**src/design/shift_unit_pkg.sv**
```systemverilog
// Purpose: Shared constants and operation codes for the shift unit
// Assumes: 32-bit data path, one operation per request
// Notes: Widths and field positions live here only
package shift_unit_pkg;
   localparam int DATA_W = 32;
   localparam int HALF_W = 16;
   localparam int POS_W = 5;
   localparam int OP_W = 4;
   // Count field tops: word form uses [5:0], halfword [4:0], short [3:0]
   localparam int WORD_CNT_MSB = 5;
   localparam int HALF_CNT_MSB = 4;
   localparam int SHORT_CNT_MSB = 3;
   localparam int IMM9_W = 9;
   localparam int IMM4_W = 4;
   localparam logic [DATA_W-1:0] MAX_POS = 32'h7FFFFFFF;
   localparam logic [DATA_W-1:0] MAX_NEG = 32'h80000000;
   localparam logic [DATA_W-1:0] ZERO_WORD = 32'h00000000;
   localparam logic [DATA_W-1:0] ONES_WORD = 32'hFFFFFFFF;

   // Operation select from instruction decode
   typedef enum logic [OP_W-1:0] {
      OP_COMPARE_UNEQUAL_ACC = 4'h0,
      OP_BIT_AND_ACC = 4'h1,
      OP_BIT_AND_INV_ACC = 4'h2,
      OP_BIT_NAND_ACC = 4'h3,
      OP_BIT_NOR_ACC = 4'h4,
      OP_BIT_OR_ACC = 4'h5,
      OP_BIT_OR_INV_ACC = 4'h6,
      OP_BIT_XNOR_ACC = 4'h7,
      OP_BIT_XOR_ACC = 4'h8,
      OP_ARITH_SHIFT = 4'h9,
      OP_ARITH_SHIFT_SHORT = 4'hA,
      OP_HALF_ARITH_SHIFT = 4'hB,
      OP_SAT_ARITH_SHIFT = 4'hC
   } shift_op_t;
endpackage

```
**src/design/arith_shifter.sv**
```systemverilog
// Purpose: Signed-count arithmetic shifter for one lane of width W
// Assumes: Count is a two's complement value wide enough for -W..W-1
// Notes: Purely combinational; carry is the OR of bits shifted out
`timescale 1ns/1ns
module arith_shifter #(
   parameter int W = 32,
   parameter int CW = 6
)
(
   // Operand and signed count
   input wire logic [W-1:0] value,
   input wire logic signed [CW-1:0] count,
   // Shifted value and status
   output logic [W-1:0] result,
   output logic shifted_out_or,
   output logic sign_lost
);
   // Double-width working copies keep the shifted-out bits visible
   logic [2*W-1:0] left_wide;
   logic [2*W-1:0] right_wide;
   logic [2*W-1:0] sign_ext_val;
   // Zero-extended copy, so only real value bits count as spilled
   logic [2*W-1:0] zero_wide;
   logic [CW-1:0] mag;

   always_comb
   begin
      mag = count[CW-1] ? CW'(-count) : CW'(count);
      sign_ext_val = {{W{value[W-1]}}, value};
      left_wide = sign_ext_val << mag;
      zero_wide = {{W{1'b0}}, value} << mag;
      right_wide = {value, {W{1'b0}}};
      right_wide = (2*W)'($signed(right_wide) >>> mag);
      if (count[CW-1])
      begin
         // Right shift: sign fill, spilled bits land in low half
         result = right_wide[2*W-1:W];
         shifted_out_or = |right_wide[W-1:0];
         sign_lost = 1'b0;
      end
      else
      begin
         // Left shift: zero fill, spilled bits in upper half
         result = left_wide[W-1:0];
         shifted_out_or = |zero_wide[2*W-1:W];
         // Any spilled sign copy disagreeing with the new sign bit
         sign_lost = (left_wide[2*W-1:W-1] != {(W+1){left_wide[W-1]}});
      end
   end
endmodule // arith_shifter

```
**src/design/shift_compare_accumulate_unit.sv**
```systemverilog
// Purpose: Compare, bit-logic accumulate and arithmetic shift datapath
// Assumes: Decode presents operands and op with a one-cycle start pulse
// Notes: Result, destination index and carry appear one cycle later
`timescale 1ns/1ns
// What this block does
// RL1: Unequal compare shifts destination, sets bit zero
// RL2: Bit-logic ops shift destination, insert logic bit
// RL3: Word shift count is signed six bits
// RL4: Positive left zero fill, negative right sign fill
// RL5: Carry is OR of shifted bits, zero clears
// RL6: Short form uses signed four-bit count, same register
// RL7: Halfword shifts stay within halves, five-bit count
// RL8: Halfword right shifts fill with own sign
// RL9: Saturating shift saturates when sign bits lost
// RL10: Saturating shift count signed six bits, sign fill
// RL11: Saturate to max positive or most negative
// RL12: One result per instruction, to named destination
module shift_compare_accumulate_unit #(
   parameter int REG_IDX_W = 4
)
(
   // Clock and reset
   input wire logic ref_clk,
   input wire logic rst,
   // Request from decode
   input wire logic start,
   input wire logic [shift_unit_pkg::OP_W-1:0] op,
   input wire logic use_imm,
   input wire logic [shift_unit_pkg::IMM9_W-1:0] nine_bit_immediate,
   input wire logic [shift_unit_pkg::IMM4_W-1:0] four_bit_immediate,
   input wire logic [shift_unit_pkg::POS_W-1:0] first_bit_position,
   input wire logic [shift_unit_pkg::POS_W-1:0] second_bit_position,
   input wire logic [REG_IDX_W-1:0] dest_idx,
   input wire logic [REG_IDX_W-1:0] src_idx,
   // Operands from the data register file
   input wire logic [shift_unit_pkg::DATA_W-1:0] operand_a,
   input wire logic [shift_unit_pkg::DATA_W-1:0] operand_b,
   input wire logic [shift_unit_pkg::DATA_W-1:0] destination_operand,
   // Write-back to the data register file
   output logic result_valid,
   output logic [REG_IDX_W-1:0] result_idx,
   output logic [shift_unit_pkg::DATA_W-1:0] result,
   output logic carry_write,
   output logic carry_status_flag
);
   localparam int DW = shift_unit_pkg::DATA_W;
   localparam int HW = shift_unit_pkg::HALF_W;
   localparam int WC = shift_unit_pkg::WORD_CNT_MSB + 1;
   localparam int HC = shift_unit_pkg::HALF_CNT_MSB + 1;

   // All registered state in one packed struct
   typedef struct packed {
      logic valid;
      logic [REG_IDX_W-1:0] idx;
      logic [DW-1:0] data;
      logic cwr;
      logic carry;
   } state_t;

   state_t state_ff;
   state_t nxt_state;

   // Second operand: register or sign-extended nine-bit immediate
   logic [DW-1:0] opb;
   // Counts for the three shift forms
   logic signed [WC-1:0] word_cnt;
   logic signed [HC-1:0] half_cnt;
   // Shifter outputs
   logic [DW-1:0] word_res;
   logic word_c;
   logic word_lost;
   logic [HW-1:0] lo_res;
   logic [HW-1:0] hi_res;

   // Accumulate helper: shift destination left by one, add new bit
   function automatic logic [DW-1:0] accum(input logic [DW-1:0] d,
                                           input logic b);
      accum = {d[DW-2:0], b};
   endfunction

   always_comb
   begin
      opb = use_imm ? {{(DW-shift_unit_pkg::IMM9_W)
                        {nine_bit_immediate[shift_unit_pkg::IMM9_W-1]}},
                       nine_bit_immediate} : operand_b; // RL1
      // Short form sign-extends the four-bit count
      if (op == shift_unit_pkg::OP_ARITH_SHIFT_SHORT)
         word_cnt = WC'($signed(four_bit_immediate)); // RL6
      else
         word_cnt = $signed(opb[shift_unit_pkg::WORD_CNT_MSB:0]); // RL3 RL10
      half_cnt = $signed(opb[shift_unit_pkg::HALF_CNT_MSB:0]); // RL7
   end

   // Full-word shifter shared by plain, short and saturating forms
   arith_shifter #(.W(DW), .CW(WC)) u_word (
      .value(operand_a),
      .count(word_cnt),
      .result(word_res),
      .shifted_out_or(word_c),
      .sign_lost(word_lost)
   );

   // Each half has its own shifter, so no bit crosses halves
   arith_shifter #(.W(HW), .CW(HC)) u_lo (
      .value(operand_a[HW-1:0]),
      .count(half_cnt),
      .result(lo_res),
      .shifted_out_or(),
      .sign_lost()
   );
   arith_shifter #(.W(HW), .CW(HC)) u_hi (
      .value(operand_a[DW-1:HW]),
      .count(half_cnt),
      .result(hi_res),
      .shifted_out_or(),
      .sign_lost()
   );

   // Next-state: one result per start pulse with a known op, otherwise idle
   always_comb
   begin
      logic pa;
      logic pb;
      pa = operand_a[first_bit_position];
      pb = opb[second_bit_position];
      nxt_state = state_ff;
      nxt_state.valid = start; // RL12
      nxt_state.cwr = 1'b0;
      if (start)
      begin
         nxt_state.idx = dest_idx; // RL12
         case (shift_unit_pkg::shift_op_t'(op))
            shift_unit_pkg::OP_COMPARE_UNEQUAL_ACC:
               nxt_state.data = accum(destination_operand,
                                      operand_a != opb); // RL1
            shift_unit_pkg::OP_BIT_AND_ACC:
               nxt_state.data = accum(destination_operand, pa & pb); // RL2
            shift_unit_pkg::OP_BIT_AND_INV_ACC:
               nxt_state.data = accum(destination_operand, pa & ~pb); // RL2
            shift_unit_pkg::OP_BIT_NAND_ACC:
               nxt_state.data = accum(destination_operand, ~(pa & pb));
            shift_unit_pkg::OP_BIT_NOR_ACC:
               nxt_state.data = accum(destination_operand, ~(pa | pb));
            shift_unit_pkg::OP_BIT_OR_ACC:
               nxt_state.data = accum(destination_operand, pa | pb);
            shift_unit_pkg::OP_BIT_OR_INV_ACC:
               nxt_state.data = accum(destination_operand, pa | ~pb);
            shift_unit_pkg::OP_BIT_XNOR_ACC:
               nxt_state.data = accum(destination_operand, ~(pa ^ pb));
            shift_unit_pkg::OP_BIT_XOR_ACC:
               nxt_state.data = accum(destination_operand, pa ^ pb);
            shift_unit_pkg::OP_ARITH_SHIFT,
            shift_unit_pkg::OP_ARITH_SHIFT_SHORT:
            begin
               // Zero count spills nothing, so carry clears naturally
               nxt_state.data = word_res; // RL4
               nxt_state.cwr = 1'b1;
               nxt_state.carry = word_c; // RL5
               if (op == shift_unit_pkg::OP_ARITH_SHIFT_SHORT)
                  nxt_state.idx = src_idx; // RL6
            end
            shift_unit_pkg::OP_HALF_ARITH_SHIFT:
               nxt_state.data = {hi_res, lo_res}; // RL7 RL8
            shift_unit_pkg::OP_SAT_ARITH_SHIFT:
            begin
               // Only left shifts can lose sign bits
               if (word_lost)
                  nxt_state.data = operand_a[DW-1] ?
                     shift_unit_pkg::MAX_NEG :
                     shift_unit_pkg::MAX_POS; // RL9 RL11
               else
                  nxt_state.data = word_res; // RL10
            end
            default:
               nxt_state.valid = 1'b0; // Unknown op writes nothing
         endcase
      end
   end

   // State register
   always_ff @(posedge ref_clk or posedge rst)
   begin
      if (rst)
         state_ff <= '0;
      else
         state_ff <= nxt_state;
   end

   assign result_valid = state_ff.valid;
   assign result_idx = state_ff.idx;
   assign result = state_ff.data;
   assign carry_write = state_ff.cwr;
   assign carry_status_flag = state_ff.carry;

   // Helper copies of the selected bits for the checks
   logic pa_w;
   logic pb_w;
   assign pa_w = operand_a[first_bit_position];
   assign pb_w = opb[second_bit_position];
endmodule // shift_compare_accumulate_unit

```
**config.mk**
```make
export PLATFORM = sky130hd
export DESIGN_NAME = shift_compare_accumulate_unit
export DESIGN_NICKNAME = d
export VERILOG_FILES = /design/src/design/shift_unit_pkg.sv /design/src/design/arith_shifter.sv /design/src/design/shift_compare_accumulate_unit.sv
export SDC_FILE = /design/constraint.sdc
export NUM_CORES = 1
export LEC_CHECK = 0
export BUFFER_PORTS_ARGS = -buffer_cell sky130_fd_sc_hd__buf_2
export CAP_MARGIN = 25
export CORE_ASPECT_RATIO = 0.75
export CORE_MARGIN = 10
export CORE_UTILIZATION = 28
export DETAILED_ROUTE_END_ITERATION = 10
export PLACE_DENSITY_LB_ADDON = 0.05
export SLEW_MARGIN = 20
export SYNTH_ARGS = -nofsm -noshare
export SYNTH_HDL_FRONTEND = slang
export SYNTH_SLANG_ARGS = --single-unit
```
**constraint.sdc**
```tcl
create_clock -name ref_clk -period 1.55 [get_ports ref_clk]
set_input_delay 0.31 -clock ref_clk [delete_from_list [all_inputs] [get_ports ref_clk]]
set_output_delay 0.31 -clock ref_clk [all_outputs]
set_load 0.02 [all_outputs]
```
======== Word-level counts from Yosys, hierarchy flattened ========
Cells that the tools add are included.
cells by class
  add/subtract/negate cells ............... 2
  order comparisons ....................... 2
  equality and inequality tests ........... 14
  shift-type cells ........................ 7
  mux-type cells .......................... 21
  bitwise logic cells ..................... 9
  reductions and logical operators ........ 8
operators by type and width
  operator            number
  $pmux 32 s12        1
  $mux 32             4
  $ne 32x32->1        2
  $reduce_or 32->1    2
  $shl 32x5->16       2
  $shl 32x6->64       1
  $shl 64x6->64       1
  $sshr 32x5->32      2
  $sshr 64x6->64      1
  $mux 39             1
  $mux 16             2
  $eq 4x4->1 const B  5
  $eq 4x3->1 const B  4
  $reduce_or 13->1    1
  $lt 5x6->1 const B  2
  $mux 6              2
  $reduce_bool 12->1  1
  $bmux 1 s5          2
  $eq 4x2->1 const B  2
  $mux 4              2
  $neg 6->6           1
  $mux 1              5
  $mux 5              1
  $neg 5->5           1
  9 further kinds     15
word-level totals
  flip-flop bits (word level) ............. 39
  bits of input ports ..................... 135
  output and inout port bits .............. 39
  word-level logic and storage cells ...... 68

======== Logic depth before layout (Yosys ltp) ========
Gate-level depths: netlist of run 1.
  word-level depth ........................ 10
  gate-level depth with buffers ........... 21
  mapped depth without buffers ............ 16

======== Cells and area by module ========
A second synthesis of run 1 with hierarchy kept.
second synthesis, totals
  cells, all modules ...................... 1944
  area total of the unflattened synthesis .. 14478.9 um^2
by module, submodules not included
  module                         times used  cells each  area an instance (um^2)  sequential area each (um^2)
  arith_shifter at u_word        1           873         5893.2                   0.0
  shift_compare_accumulate_unit  1           397         3483.3                   975.9
  arith_shifter at u_lo          1           337         2556.2                   0.0
  arith_shifter at u_hi          1           337         2546.2                   0.0

======== Worst setup path before layout of run 1 ========
OpenSTA, ideal clock, no wires.
  path type ............................... in2reg
  start ................................... input use_imm
  end ..................................... register state_ff, in the netlist result[13]
  setup time .............................. 0.129 ns
  arrival time ............................ 4.199 ns
  data required time ...................... 1.421 ns
  slack ................................... -2.777 ns
  cell stages on the path ................. 19
  path buffers ............................ 6
  cells stage by stage .................... mux2_2 > inv_2 > buf_2 > buf_1 > clkbuf_1 > ha_1 > nor2_1 > a21o_1 > clkbuf_1 > clkbuf_1 > clkbuf_1 > mux2i_1 > nor2_1 > nor3_1 > o21ai_0 > a31oi_1 > nor2_1 > a221oi_1 > a21oi_1
between the ends
  cells in the longest elaborated chain, start to end .. 9
  elaborated cells on any way between the ends .. 16
  classes of those cells .................. add/sub: 2; eq/ne: 1; shift: 4; mux: 9
ends and longest elaborated chain
  element               line                                  source
  from (decl)           shift_compare_accumulate_unit.sv:28   input wire logic use_imm,
  $mux 32 (*)           shift_compare_accumulate_unit.sv:83   opb = use_imm ? {{(DW-shift_unit_pkg::IMM9_W)
  $mux 6                shift_compare_accumulate_unit.sv:87   if (op == shift_unit_pkg::OP_ARITH_SHIFT_SHORT)
  $neg 6->6             arith_shifter.sv:28                   mag = count[CW-1] ? CW'(-count) : CW'(count);
  $mux 6                arith_shifter.sv:28
  $shl 64x6->64         arith_shifter.sv:30                   left_wide = sign_ext_val << mag;
  $ne 32x32->1          arith_shifter.sv:47                   sign_lost = (left_wide[2*W-1:W-1] != {(W+1){left_wide[W-1]}});
  $mux 1                arith_shifter.sv:34                   if (count[CW-1])
  $mux 32               shift_compare_accumulate_unit.sv:167  if (word_lost)
  $pmux 32 s12 (*)      shift_compare_accumulate_unit.sv:132  case (shift_unit_pkg::shift_op_t'(op))
  to (signal assigned)  shift_compare_accumulate_unit.sv:186  state_ff <= nxt_state;
  to (decl)             shift_compare_accumulate_unit.sv:60   state_t state_ff;
Mark *: on every way between the ends. The rest lies on a longest branch, timed or not.
A chain may end at the register's enable or synchronous reset.

======== Worst setup path in the final report of run 1 ========
  start ................................... input op[0] (netlist bit)
  end ..................................... register state_ff, in the netlist result[25]
between the ends
  cells in the longest elaborated chain, start to end .. 9
  elaborated cells on any way between the ends .. 26
  classes of those cells .................. add/sub: 1; eq/ne: 13; shift: 2; mux: 6; reduce/logical: 4
ends and longest elaborated chain
  element        line                                                                       source
  from (decl)    shift_compare_accumulate_unit.sv:27                                        input wire logic [shift_unit_pkg::OP_W-1:0] op,
  $eq 4x4->1     shift_compare_accumulate_unit.sv:87, shift_compare_accumulate_unit.sv:132
  $mux 6         shift_compare_accumulate_unit.sv:87
  $neg 6->6      arith_shifter.sv:28
  $mux 6         arith_shifter.sv:28
  $shl 64x6->64  arith_shifter.sv:30
  $ne 32x32->1   arith_shifter.sv:47
  $mux 1         arith_shifter.sv:34
  $mux 32        shift_compare_accumulate_unit.sv:167
  $pmux 32 s12   shift_compare_accumulate_unit.sv:132
Parallel ways exist; a longest one is shown, timed or not.

==> results of run 1 <==
## kinds of logic (layout without fill, tap and decap cells)
| group | count (synthesis) | in the layout | share of synthesized area (%) |
|---|---|---|---|
| simple gates | 723 | 723 | 24.7 |
| buf+inv | 243 | 1060 | 7.99 |
| xor+xnor | 33 | 33 | 2.38 |
| flops | 39 | 39 | 7.27 |
| compound gates | 772 | 773 | 38.5 |
| fa+ha+maj | 6 | 6 | 0.559 |
| mux | 208 | 208 | 18.6 |
## sequential cells by signal (all words and copies together) (netlist names)
| signal | count |
|---|---|
| carry_status_flag | 1 |
| result | 32 |
| result_idx | 4 |
| result_valid | 1 |
| carry_write | 1 |
## critical path, cell delays in order
cell and delay (ns):
buf_6 0.09, nand4bb_4 0.25, buf_12 0.20, buf_4 0.16
mux2i_4 0.20, buf_6 0.15, clkbuf_16 0.16, buf_6 0.15
a21oi_1 0.12, nand2_1 0.10, nand2_2 0.11, o31ai_1 0.11
a311o_1 0.37, a311oi_4 0.33, nand3_1 0.14, a2111o_1 0.49
o31ai_4 0.42, a41o_1 0.31, buf_6 0.16, buf_12 0.11
o221ai_4 0.08, a31oi_1 0.14
## final timing paths
path                                             end                    from  slack [ns]  cells past startpoint
setup / recovery              result[25]$_DFFE_PP0P_                   op[0]       -2.95                     22
hold / removal             result_idx[3]$_DFFE_PP0P_                     rst        0.14                      3
setup reg to reg               result[0]$_DFFE_PP0P_   result[0]$_DFFE_PP0P_        0.32                      2
hold reg to reg               result[31]$_DFFE_PP0P_  result[31]$_DFFE_PP0P_        0.49                      2
max in group asynchronous     result[27]$_DFFE_PP0P_                     rst        1.03                      3
min in group ref_clk       result_idx[1]$_DFFE_PP0P_                   start        0.27                      2
## timing repair
action	4_1_cts	5_1_grt
gates resized for setup	90	105
pin swaps	23	57
endpoints found under the setup margin	34	34
setup buffers	29	32
gates cloned	3	6
## per-layer routing
| metal | routed length [um] | part of all wire, % | global-route usage [%] |
|---|---|---|---|
| met1 | 43000 | 44 | 43.6 |
| met2 | 41400 | 43 | 48.2 |
| met3 | 9400 | 9.7 | 8.76 |
| met4 | 3090 | 3.2 | 9.43 |
| met5 | 13 | 0.013 | 0 |
## cells in the mapped netlist, types with 9 or more instances
cell	n
a221oi_1	22
a22oi_1	22
nand2b_1	30
nor2_1	205
nand3_1	54
mux4_2	23
xnor2_1	18
or3_1	35
a32oi_1	17
o22ai_1	38
o21ai_0	230
nand2_1	267
a31oi_1	35
mux2_2	44
nand4_1	24
and3_1	9
o211ai_1	65
buf_4	13
dfrtp_1	39
nor4_1	19
a21oi_1	133
buf_2	42
o32ai_1	11
clkbuf_1	137
mux2i_1	131
a222oi_1	11
xor2_1	11
o221ai_1	9
buf_1	16
o31ai_1	12
inv_1	24
a211oi_1	29
nor3_1	33
## stage by stage
stage / setup TNS (ns) / setup slack [ns] / area, um^2
after floorplan: -76.19 / -2.37 / 14000
after global placement: -109.76 / -3.40 / 20800
after detailed placement: -108.74 / -3.37 / 20800
after CTS: -89.26 / -2.78 / 21700
after global routing: -95.52 / -3.02 / 22500
final: -93.67 / -2.95 / 22500
## power groups by stage
| stage | clock network, mW | registers [mW] | logic, mW |
|---|---|---|---|
| after CTS | 1.08 | 1.29 | 13.7 |
| after detailed placement | 0 | 1.30 | 13.2 |
| after global routing | 1.13 | 1.30 | 15.3 |
| after global placement | 0 | 1.30 | 13.3 |
| final | 1.07 | 1.29 | 14.6 |
| after floorplan | 0 | 1.50 | 6.08 |
## cell type report
cell class,count,area (um^2),share of cell area (%)
well taps,639,800,3.55
clock buffers,6,139,0.616
repair buffers,1026,8000,35.5
inverters,27,119,0.528
flip-flops and latches,39,976,4.33
multi-input cells,1743,12500,55.4
clock inverters,1,5.00,0.0222
==> results.rst, run 1 <==
.. list-table::
   :header-rows: 1

   * - Metric
     - Value
   * - Outcome
     - finished with violations
   * - Failing checks
     - setup timing
   * - Setup-failing EPs final
     - 33
   * - Sw frac
     - 50.9%
   * - Root cell of the clock tree
     - clkbuf_16
   * - Detailed-route wire length
     - 96900 um
   * - Cell type contributing the most total cell area after synthesis
     - mux2i_1
   * - Register share of total power
     - 7.6%
   * - Highest-count cells in the layout ignoring fill and taps
     - buf_4, nand2_1, o21ai_0, nor2_1, buf_2
   * - Power consumption
     - 16.9 mW
   * - Port Buffer Count
     - 172
   * - Overall Global Routing Usage
     - 32.0%
   * - FILL cells
     - 4894
   * - Rows
     - 69
   * - Height of the die
     - 210 um
   * - Synthesis-to-finish area growth
     - 67.7%
   * - Wire length of the first global-routing pass
     - 138000 um
   * - Synth cell types
     - 106
   * - Number of H-tree levels
     - 2
   * - Type of element launching the critical path
     - input pin
   * - Clock Latency Late Sink
     - 0.29 ns
   * - CTS tree
     - done
   * - Core area
     - 47400 um^2
   * - Flip-flop and latch count after synthesis
     - 39
   * - Power share of the clock group
     - 6.3%
   * - Detailed Routing Iterations Pass 1
     - 9
   * - CP Max Fanout
     - 12
   * - Internal power
     - 8.31 mW
   * - Unrepaired setup endpoints after global routing
     - yes
   * - Clock skew
     - 0 ns
   * - Number of synthesized flops with an enable pin
     - 0
   * - Number of instances in the synthesized netlist
     - 2024
   * - Hold WC Path Type
     - in2async
   * - Bufs on Longest Clock Path
     - 2
   * - Netlist area before placement
     - 13400 um^2
   * - Number of max-cap violations
     - 0
   * - Post-synth top area share
     - 9.76%
   * - Remaining number of nets flagged by the antenna check after routing
     - 0
   * - Horizontal die dimension
     - 273 um
   * - Number of I/O pins
     - 174
   * - Data required time at the worst endpoint
     - 1.77 ns
   * - Global-route congestion overflow total
     - 0
   * - # nets final
     - 2983
   * - Most instantiated flip-flop cell in the synthesis netlist
     - dfrtp_1
   * - Clock transition at path regs
     - 0.06 ns
   * - Endpoint arrival time on the critical path
     - 4.72 ns
   * - Initial antenna violation count
     - 2
   * - Worst slew margin relative to its limit
     - 31.6%
   * - Peak supply drop
     - 0.416 mV
   * - Combinational cell fraction of total power
     - 86.1%
   * - Nets in the synthesized netlist
     - 2165
   * - Number of placed instances, taps included
     - 3407
   * - Number of standard cells in the layout, taps in and fillers out
     - 3481
   * - Num Clock Sinks
     - 39
   * - Number of CTS-inserted buffers
     - 5
   * - Clock period minus final worst setup slack
     - 4.50 ns
   * - Number of hold violations in the final report
     - 0
   * - Post-route DRC violation count
     - 0
   * - Most common cell after layout, fill and taps aside
     - buf_4
   * - Period Utilization, post-route
     - 290%
   * - Sequential fraction of the synthesis area
     - 7.27%
   * - Critical setup path kind
     - in2reg
   * - Via count of the first global-routing pass
     - 20332
   * - Per-cell via count in the routed design
     - 5.97
   * - Detail Placement HPWL
     - 78400 um
   * - Fraction of final layout cells with drive strength greater than 1
     - 45.6%
   * - Leading post-synthesis cells by cell area
     - mux2i_1, o21ai_0, nand2_1
   * - Min Hold Slack
     - 0.136 ns
   * - Leakage power of the design
     - 9.87 nW
   * - Full die area
     - 57200 um^2
   * - Slew at the pin with the worst max-slew slack
     - 1.01 ns
   * - Routed wire per std cell
     - 27.8 um
   * - Net switching power figure
     - 8.62 mW
   * - Share of synthesized flip-flops with an asynchronous set or reset
     - 100%
   * - Cell area power density
     - 751 nW/um^2
   * - Hold_buf cts
     - 0
   * - Crit end category
     - register
   * - Count of warnings emitted by yosys
     - 0
   * - 1st-iter DRT viols
     - 2535
   * - Number of vias after detailed routing
     - 20781
   * - Number of antenna repair diodes
     - 0
   * - Achievable clock frequency
     - 222 MHz
   * - Synthesized area divided by synthesized cell count
     - 6.64 um^2
   * - Util after Layout
     - 47.5%
   * - Effective utilization at floorplan
     - 28.3%
   * - Min setup slack post-route
     - -2.95 ns
   * - Maximum number of pins on one net before global-route repair
     - 47
   * - Routability congestion estimate
     - 1.00
   * - Final Max Slew Viols
     - 0
Note: power is estimated with default switching activity, not from simulation.
==> run 2, diff against run 1 <==
- SETUP_SLACK_MARGIN: unset -> 0.3
==> run 2 against run 1 <==
Effect of this change:
- the flow still finishes with violations (setup timing)
- sequential power barely moved
- largest cell class unchanged
- critical path type unchanged
- cell area rose by 3.5%
- sequential cell count did not move
- maximum frequency rose by 0.28%
- hold slack got worse by 0.11 ns
==> results.rst, run 2 (synthesis gave the netlist of run 1 again) <==
.. list-table::
   :header-rows: 1

   * - Metric
     - Value
   * - Bufs on Longest Clock Path
     - 2
   * - Number of H-tree levels
     - 2
   * - Sequential cell area in the final layout
     - 976 um^2
   * - Detailed Routing Iterations Pass 1
     - 7
   * - Placed cell areas
     - 20800 um^2
   * - Hold_buf cts
     - 0
   * - Fraction of final layout cells with drive strength greater than 1
     - 47.0%
   * - Synthesis-to-finish area growth
     - 73.6%
   * - Achievable clock frequency
     - 223 MHz
   * - Count of cells along the worst register-to-register path
     - 2
   * - Worst reg2reg path endpoint
     - result[0]$_DFFE_PP0P_
   * - Remaining number of nets flagged by the antenna check after routing
     - 0
   * - Full die area
     - 57200 um^2
   * - Power consumption
     - 17.3 mW
   * - Number of vias after detailed routing
     - 21012
   * - Worst slew margin relative to its limit
     - 9.02%
   * - Clock skew
     - 0 ns
   * - Reg2reg setup slack
     - 0.48 ns
   * - Clock period minus final worst setup slack
     - 4.49 ns
   * - Failing checks
     - setup timing
   * - Most common cell after layout, fill and taps aside
     - buf_4
   * - Final Max Slew Viols
     - 0
   * - Hold WC Path Type
     - in2async
   * - Crit. Startpoint
     - op[3]
   * - Height of the die
     - 210 um
   * - Core area
     - 47400 um^2
   * - Number of I/O pins
     - 174
   * - Slew at the pin with the worst max-slew slack
     - 1.36 ns
   * - Per-cell via count in the routed design
     - 6.01
   * - Period Utilization, post-route
     - 289%
   * - Min setup slack post-route
     - -2.94 ns
   * - Beginning of the worst register-to-register path
     - result[0]$_DFFE_PP0P_
   * - End point of the critical path
     - result[13]$_DFFE_PP0P_
   * - Detailed-route wire length
     - 98000 um
   * - Number of antenna repair diodes
     - 0
   * - Area of the multi-input gates
     - 12800 um^2
   * - Worst slack, placed
     - -3.40 ns
   * - Type of element launching the critical path
     - input pin
   * - Leakage power of the design
     - 10.1 nW
   * - Clock transition at path regs
     - 0.06 ns
   * - Number of max-cap violations
     - 0
   * - Data required time at the worst endpoint
     - 1.77 ns
   * - Clock Latency Late Sink
     - 0.30 ns
   * - Peak supply drop
     - 0.494 mV
   * - CTS tree
     - done
   * - Detail Placement HPWL
     - 78600 um
   * - Unrepaired setup endpoints after global routing
     - yes
   * - Port Buffer Count
     - 172
   * - Setup-failing EPs final
     - 33
   * - Maximum number of pins on one net before global-route repair
     - 47
   * - Num Clock Sinks
     - 39
   * - # nets final
     - 3000
   * - FILL cells
     - 4778
   * - Min Hold Slack
     - 0.0230 ns
   * - Outcome
     - finished with violations
   * - Number of CTS-inserted buffers
     - 5
   * - Effective utilization at floorplan
     - 28.3%
   * - Horizontal die dimension
     - 273 um
   * - Crit end category
     - register
   * - Root cell of the clock tree
     - clkbuf_16
   * - Routed wire per std cell
     - 28.0 um
   * - Via count of the first global-routing pass
     - 20650
   * - 1st-iter DRT viols
     - 2554
   * - Initial antenna violation count
     - 2
   * - Global-route congestion overflow total
     - 0
   * - Routability congestion estimate
     - 1.02
   * - Post-route cell area
     - 23300 um^2
   * - Rows
     - 69
   * - CP Max Fanout
     - 27
   * - Overall Global Routing Usage
     - 32.7%
   * - Wire length of the first global-routing pass
     - 142000 um
   * - Number of hold violations in the final report
     - 0
   * - Highest-count cells in the layout ignoring fill and taps
     - buf_4, nand2_1, o21ai_0, nor2_1, buf_2
   * - Cell area power density
     - 743 nW/um^2
   * - Largest register FFs
     - 32
   * - Critical setup path kind
     - in2reg
   * - Post-route DRC violation count
     - 0
   * - Endpoint arrival time on the critical path
     - 4.71 ns
-- run 2: cell types whose count changed in the layout (fill, tap and decap cells not counted), sizes merged --
cell,before,now
buf,1020,1039
clkbuf,11,10
a21o,9,8
bufbuf,1,2
-- run 2: layout make-up --
type | count | share of cell area [%]
inverter | 27 | 0.521
multi-input combinational | 1742 | 54.8
clock inverter | 1 | 0.0215
clock buffer | 7 | 0.569
tap | 639 | 3.43
timing repair buffer | 1044 | 36.4
sequential | 39 | 4.19
-- run 2: critical path, cell delays in order --
cell and delay (ns):
buf_2 0.15, and4bb_2 0.30, buf_12 0.16, buf_4 0.14
nand4_1 0.12, buf_4 0.19, o31ai_4 0.05, buf_6 0.18
buf_12 0.16, buf_16 0.19, nor2_1 0.08, a21oi_1 0.13
nand2_1 0.08, a32oi_1 0.32, o2111ai_1 0.25, a2111oi_4 0.37
o2bb2a_4 0.22, o31ai_4 0.42, a41o_4 0.31, buf_12 0.14
clkbuf_16 0.15, a221oi_2 0.06, a21oi_1 0.18
-- run 2: routing by layer --
layer  vias to the layer above  share of wire [%]  routed length, um  track usage [%]
met1                     10380                 44              43200             45.4
li1                       9418                  -                  -                -
met5                         -              0.013                 13                0
met3                       155                9.2               9010             6.74
met2                      1057                 44              43300             51.2
met4                         2                2.4               2390             7.11
-- run 2: how the worst min path moves through the flow --
stage          startpoint                            end  slack (ns)  depth (start not counted)
2_1_floorplan  src_idx[0]      result_idx[0]$_DFFE_PP0P_        0.46                          2
3_3_place_gp          rst      result_idx[1]$_DFFE_PP0P_        0.36                          3
3_5_place_dp          rst  carry_status_flag$_DFFE_PP0P_        0.35                          3
4_1_cts               rst  carry_status_flag$_DFFE_PP0P_        0.04                          3
5_1_grt               rst         result[15]$_DFFE_PP0P_        0.05                          3
6_report              rst      result_idx[1]$_DFFE_PP0P_        0.02                          3
-- run 2: stage by stage --
stage	utilization [%]	cells	TNS (ns)
6_report	49.2	3499	-92.32
5_1_grt	49.2	3499	-94.64
4_1_cts	47.5	3471	-87.75
3_5_place_dp	43.8	3391	-109.00
3_3_place_gp	43.8	3391	-112.27
2_1_floorplan	-	2024	-76.18
-- run 2: repair_timing --
action | in CTS | in global routing
resized for setup | 201 | 115
buffers inserted | 64 | 25
endpoints found under the setup margin | 38 | 39
pin swaps | 61 | 60
cloned | 8 | 3
-- run 2: where the power goes --
group	switching (mW)	internal [mW]	leakage [nW]
registers	0.107	1.19	0.447
clock network	0.449	0.596	0.0679
logic	8.21	6.78	9.63
total	8.76	8.57	10.1
